### src/verilog/rf_level_and_antenna_check_consts.vh
// register map, field positions and reset values for the rf level and antenna check block
`ifndef RF_LEVEL_AND_ANTENNA_CHECK_CONSTS_VH
`define RF_LEVEL_AND_ANTENNA_CHECK_CONSTS_VH

// ----------------------------------------------------------------
// register offsets
// ----------------------------------------------------------------
`define ANT_TEST_OFFSET      16'h610c
`define RF_CONFIG_OFFSET     16'h6110
`define FIELD_STATUS_OFFSET  16'h6111

// ----------------------------------------------------------------
// antenna test register fields
// ----------------------------------------------------------------
`define ANT_UNDER_BIT        7
`define ANT_OVER_BIT         6
`define ANT_LOW_THR_MSB      5
`define ANT_LOW_THR_LSB      4
`define ANT_HIGH_THR_MSB     3
`define ANT_HIGH_THR_LSB     1
`define ANT_EN_BIT           0
`define ANT_TEST_RESET       8'h00

// ----------------------------------------------------------------
// rf config register fields
// ----------------------------------------------------------------
`define RF_BOOST_BIT         7
`define RF_LEVEL_MSB         3
`define RF_LEVEL_LSB         0
`define RF_CONFIG_RESET      8'h00

// ----------------------------------------------------------------
// field status register fields
// ----------------------------------------------------------------
`define FS_PRESENT_BIT       0
`define FS_BOOST_ON_BIT      1
`define FS_DETECTED_BIT      2

`endif

### src/verilog/pin_sync3.v
// three-stage synchroniser that accepts a change once the last two stages agree
`timescale 1ns/1ns
module pin_sync3 (
  input  wire clock,
  input  wire sys_rst,
  input  wire din,
  output reg  dout
);
  reg s1_r;
  reg s2_r;
  reg s3_r;

  always @(posedge clock) begin
    if (sys_rst) begin
      s1_r <= 1'b0;
      s2_r <= 1'b0;
      s3_r <= 1'b0;
      dout <= 1'b0;
    end else begin
      s1_r <= din;
      s2_r <= s1_r;
      s3_r <= s2_r;
      if (s2_r == s3_r) begin
        dout <= s3_r;
      end
    end
  end
endmodule // pin_sync3

### src/verilog/rf_level_and_antenna_check.v
// field-strength detector control and antenna presence self test with register port
`timescale 1ns/1ns
`include "rf_level_and_antenna_check_consts.vh"
module rf_level_and_antenna_check (
  input  wire        clock,
  input  wire        sys_rst,
  input  wire [15:0] reg_addr,
  input  wire [7:0]  reg_wdata,
  input  wire        reg_wr,
  input  wire        reg_rd,
  output reg  [7:0]  reg_rdata,
  input  wire        unit_power_down,
  input  wire        field_above_level,
  input  wire        current_above_high,
  input  wire        current_below_low,
  output reg  [3:0]  field_sense_level,
  output reg         field_sense_boost,
  output reg  [1:0]  low_threshold_sel,
  output reg  [2:0]  high_threshold_sel,
  output reg         monitor_enable,
  output reg         field_wake,
  output reg         field_irq
);

  // ----------------------------------------------------------------
  // pin synchronisers
  // ----------------------------------------------------------------
  wire field_s;
  wire over_s;
  wire under_s;
  wire pdown_s;

  pin_sync3 u_sync_field (
    .clock   (clock),
    .sys_rst (sys_rst),
    .din     (field_above_level),
    .dout    (field_s)
  );
  pin_sync3 u_sync_over (
    .clock   (clock),
    .sys_rst (sys_rst),
    .din     (current_above_high),
    .dout    (over_s)
  );
  pin_sync3 u_sync_under (
    .clock   (clock),
    .sys_rst (sys_rst),
    .din     (current_below_low),
    .dout    (under_s)
  );
  pin_sync3 u_sync_pdown (
    .clock   (clock),
    .sys_rst (sys_rst),
    .din     (unit_power_down),
    .dout    (pdown_s)
  );

  // ----------------------------------------------------------------
  // registers
  // ----------------------------------------------------------------
  reg  [7:0] ant_ctrl_r;
  reg        ant_under_r;
  reg        ant_over_r;
  reg  [7:0] rf_config_r;
  reg        field_prev_r;
  reg        field_seen_r;

  wire wr_ant    = reg_wr && (reg_addr == `ANT_TEST_OFFSET);
  wire wr_rf     = reg_wr && (reg_addr == `RF_CONFIG_OFFSET);
  wire rd_status = reg_rd && (reg_addr == `FIELD_STATUS_OFFSET);
  wire field_rise = field_s && !field_prev_r;

  always @(posedge clock) begin
    if (sys_rst) begin
      ant_ctrl_r  <= `ANT_TEST_RESET;
      rf_config_r <= `RF_CONFIG_RESET;
    end else begin
      if (wr_ant) begin
        // only threshold and enable bits are writable; flags are read-only
        ant_ctrl_r <= {2'b00, reg_wdata[`ANT_LOW_THR_MSB:`ANT_EN_BIT]};
      end
      if (wr_rf) begin
        rf_config_r <= {reg_wdata[`RF_BOOST_BIT], 3'b000,
                        reg_wdata[`RF_LEVEL_MSB:`RF_LEVEL_LSB]};
      end
    end
  end

  // ----------------------------------------------------------------
  // antenna current flags
  // ----------------------------------------------------------------
  always @(posedge clock) begin
    if (sys_rst) begin
      ant_under_r <= 1'b0;
      ant_over_r  <= 1'b0;
    end else if (ant_ctrl_r[`ANT_EN_BIT]) begin
      // live comparator view while monitoring, no sticky state to lose
      ant_under_r <= under_s;
      ant_over_r  <= over_s;
    end else begin
      ant_under_r <= 1'b0;
      ant_over_r  <= 1'b0;
    end
  end

  // ----------------------------------------------------------------
  // field detector events
  // ----------------------------------------------------------------
  always @(posedge clock) begin
    if (sys_rst) begin
      field_prev_r <= 1'b0;
      field_seen_r <= 1'b0;
      field_wake   <= 1'b0;
      field_irq    <= 1'b0;
    end else begin
      field_prev_r <= field_s;
      // wake is a level held while a field is seen during power-down
      field_wake   <= field_s && pdown_s;
      field_irq    <= field_rise;
      // set wins over the clear-on-read of the status register
      if (field_rise) begin
        field_seen_r <= 1'b1;
      end else if (rd_status) begin
        field_seen_r <= 1'b0;
      end
    end
  end

  // ----------------------------------------------------------------
  // analog control outputs
  // ----------------------------------------------------------------
  always @(posedge clock) begin
    if (sys_rst) begin
      field_sense_level  <= 4'h0;
      field_sense_boost  <= 1'b0;
      low_threshold_sel  <= 2'h0;
      high_threshold_sel <= 3'h0;
      monitor_enable     <= 1'b0;
    end else begin
      field_sense_level  <= rf_config_r[`RF_LEVEL_MSB:`RF_LEVEL_LSB];
      // amplifier draws current, so power-down overrides software
      field_sense_boost  <= rf_config_r[`RF_BOOST_BIT] && !pdown_s;
      low_threshold_sel  <= ant_ctrl_r[`ANT_LOW_THR_MSB:`ANT_LOW_THR_LSB];
      high_threshold_sel <= ant_ctrl_r[`ANT_HIGH_THR_MSB:`ANT_HIGH_THR_LSB];
      monitor_enable     <= ant_ctrl_r[`ANT_EN_BIT];
    end
  end

  // ----------------------------------------------------------------
  // read port
  // ----------------------------------------------------------------
  always @(posedge clock) begin
    if (sys_rst) begin
      reg_rdata <= 8'h00;
    end else if (reg_rd) begin
      case (reg_addr)
        `ANT_TEST_OFFSET:
          // result is readable only here
          reg_rdata <= {ant_under_r, ant_over_r, ant_ctrl_r[5:0]};
        `RF_CONFIG_OFFSET:
          reg_rdata <= rf_config_r;
        `FIELD_STATUS_OFFSET:
          reg_rdata <= {5'h00, field_seen_r, field_sense_boost, field_s};
        default:
          reg_rdata <= 8'h00;
      endcase
    end else begin
      reg_rdata <= 8'h00;
    end
  end

endmodule // rf_level_and_antenna_check

### config.mk
export PLATFORM = sky130hd
export DESIGN_NAME = rf_level_and_antenna_check
export DESIGN_NICKNAME = d
export VERILOG_FILES = /design/src/verilog/pin_sync3.v /design/src/verilog/rf_level_and_antenna_check.v
export VERILOG_INCLUDE_DIRS = /design/src /design/src/verilog
export SDC_FILE = /design/constraint.sdc
export NUM_CORES = 1
export LEC_CHECK = 0
export ABC_AREA = 1
export BUFFER_PORTS_ARGS = -buffer_cell sky130_fd_sc_hd__buf_2
export CORE_MARGIN = 2
export CORE_UTILIZATION = 57
export CTS_BUF_LIST = sky130_fd_sc_hd__clkbuf_8
export DETAILED_ROUTE_END_ITERATION = 7
export GPL_ROUTABILITY_DRIVEN = 0
export MAX_ROUTING_LAYER = met4
export PLACE_DENSITY_LB_ADDON = 0.1
export SYNTH_ARGS = -nofsm -noshare
export SYNTH_HDL_FRONTEND = slang
export SYNTH_SLANG_ARGS = --single-unit
### constraint.sdc
create_clock -name clock -period 2.23 [get_ports clock]
set_input_delay 0.223 -clock clock [delete_from_list [all_inputs] [get_ports clock]]
set_output_delay 0.223 -clock clock [all_outputs]
set_load 0.03 [all_outputs]
==> results.py <==
metrics = {
    "synthesis": {
        "syn_nets": 272,
        "netlist_area_um2": 1870,
        "yosys_warnings": 0,
        "syn_inst": 240,
        "ys_ff_latch": 52,
        "yosysUniqueCellTypes": 18,
        "avgSynthCellArea_um2": 7.78,
        "ys_seq_area_share_pct": 55.7,
    },
    "cts": {
        "clk_pin_slew_ps": 90,
        "ctsRootBufferMaster": "clkbuf_8",
        "ctsHoldBuffers": 0,
        "cts_tree": "built",
        "clock-sinks": 52,
        "cts-resized-gates": 0,
        "cts_buffer_depth": 2,
        "postCtsSetupBuffers": 0,
        "clk_latency_ps": 300,
        "cts_buffers": 5,
        "htreeDepth": 2,
    },
    "power_and_ir_drop": {
        "swShare_pct": 21.6,
        "power.total_mw": 1.50,
        "p_comb_share_pct": 4.4,
        "p_seq_share_pct": 62.5,
        "power_leakage_nw": 1.13,
        "p_per_area_nw_per_um2": 677,
        "switchingPower_mw": 0.324,
        "clockPowerShare_pct": 33.2,
        "ir_drop_mv": 0.555,
        "internal_power_mw": 1.18,
    },
    "cells_and_area": {
        "final_common_cell": "nor2_1",
        "areaGrowthSynthToFinish_pct": 19.0,
        "final_util_pct": 72.2,
        "final_nets": 325,
        "n_antenna_cell": 0,
        "final_cell_mix": "nor2_1, dfxtp_1, buf_2, inv_1, nand2_1",
        "drive_above_1_share_pct": 22.4,
        "fin_cells": 338,
    },
    "sta": {
        "relSlewSlack_pct": 74.0,
        "worst_pin_slew_ps": 390,
        "period_needed_ps": 1160,
        "max_freq_mhz": 862,
        "finalMaxSlewViolations": 0,
        "period_share_pct": 52.0,
        "setup_viol": 0,
        "hold_violations": 0,
        "finClkSkew_ps": 6.67,
        "rsz0062_at_grt": "false",
        "whs_ps": 116,
        "setup_tns_ps": 0,
    },
    "drt": {
        "drc": 0,
        "drtPass1Iterations": 4,
        "drtAntennaViolNets": 0,
        "wl_per_cell_um": 9.82,
        "via_per_inst": 4.50,
        "drt_iter0_drc": 64,
        "drt-total-wl_mm": 3.32,
        "vias": 1520,
    },
    "outcome": {
        "status": "finished, final reports clean",
    },
    "critical_path": {
        "r2r_setup_slack_ps": 1370,
        "path_max_fanout": 17,
        "slowest_delay_ps": 340,
        "cp.arrival_ps": 1390,
        "required_ps": 2460,
        "cpMaxStageDelayCell": "nor2_4",
        "path_class": "input pin to register",
        "start_kind": "input pin",
        "worstSetupEndpointType": "register",
        "cpMostUsedCell": "nand2_1",
        "worstPathCellList": "buf_2 -> nor2_1 -> nand2_1 -> nor2_4 -> nand2_1 -> nand3_1 -> nand2_1 -> nor2_1",
    },
    "placed_design": {
        "placed_cells": 330,
        "dpl.hpwl_mm": 2.40,
        "io_buffers": 51,
    },
    "grt": {
        "grt_pass1_wl_mm": 5.40,
        "grt_usage_pct": 20.7,
        "grt_pass1_vias": 1268,
        "antenna_found_initial": 0,
        "grt_overflow": 0,
        "grt_start_max_net_pins": 22,
    },
    "flow_run": {
        "maxCapViolations": 0,
    },
    "die": {
        "die_w_um": 61.2,
        "die_h_um": 61.2,
        "initial_core_util_pct": 60.7,
        "core.rowCount": 20,
        "dieArea_um2": 3750,
        "num_io_pins": 53,
        "coreArea_um2": 3080,
    },
    "hold_path": {
        "hp-class": "input pin to register",
    },
}
-- synthesized netlist by cell type --
| cell | count | share of area, % |
|---|---|---|
| a211oi_1 | 3 | 1.2 |
| a21oi_1 | 4 | 1.1 |
| buf_1 | 2 | 0.40 |
| buf_2 | 1 | 0.27 |
| buf_6 | 2 | 1.2 |
| clkbuf_8 | 1 | 0.74 |
| dfxtp_1 | 52 | 56 |
| inv_1 | 41 | 8.2 |
| nand2_1 | 40 | 8.0 |
| nand2_2 | 1 | 0.34 |
| nand3_1 | 16 | 4.3 |
| nand3_2 | 1 | 0.54 |
| nand3_4 | 1 | 0.94 |
| nor2_1 | 64 | 13 |
| nor2_2 | 2 | 0.67 |
| nor2_4 | 3 | 1.8 |
| nor3_1 | 5 | 1.3 |
| o22ai_1 | 1 | 0.34 |
-- layer usage --
metal	up-vias	GRT usage [%]	routed length, um
li1	819	-	-
met1	643	27.2	1570
met2	54	30.2	1470
met3	4	6.93	242
met4	0	6.52	31
met5	-	-	0
-- worst max-delay path, delay by kind of cell --
kind | cells | cell delay, ps
buffers and inverters | 1 | 90
and+or+nand+nor | 7 | 1070
-- registers in the layout, indices dropped and copies added (netlist names), 2 cells and up --
| register | cells |
|---|---|
| reg_rdata | 8 |
| ant_ctrl_r | 6 |
| rf_config_r | 5 |
| field_sense_level | 4 |
| high_threshold_sel | 3 |
| low_threshold_sel | 2 |
-- power groups by stage --
stage	clock (mW)	sequential, mW	combinational [mW]
after global placement	0	0.961	0.0649
after detailed placement	0	0.962	0.0663
after global routing	0.563	0.941	0.0753
after floorplan	0	0.961	0.0327
final	0.499	0.940	0.0660
after CTS	0.511	0.940	0.0667
-- metrics by stage --
step                setup WS [ps]  cell area [um^2]
global placement              789              2140
floorplan                    1170              1870
finish                       1070              2220
CTS                          1080              2220
global route                  900              2220
detailed placement            766              2140
-- logic make-up after synthesis --
family	count (synthesis)	synth area share, %
AOI/OAI and AO/OA	8	2.61
DFF	52	55.7
buffers and inverters	47	10.9
and+or+nand+nor	133	30.8
-- worst paths after layout --
check | to | startpoint | cells after the start
worst min-delay path | u_sync_pdown.s1_r | unit_power_down | 3
worst max-delay path | reg_rdata[2] | reg_addr[9] | 8
worst min register to register | u_sync_pdown.s2_r | u_sync_pdown.s1_r | 2
worst max register to register | field_seen_r | u_sync_field.dout | 4
-- layout make-up --
type	count	area [um^2]
inverters	41	154
well taps	44	55.1
fillers	269	856
flip-flops and latches	52	1040
clock inverters	3	16.3
multi-input cells	141	624
clock buffers	5	68.8
repair buffers	52	263
Note: power is estimated with default switching activity, not from simulation.
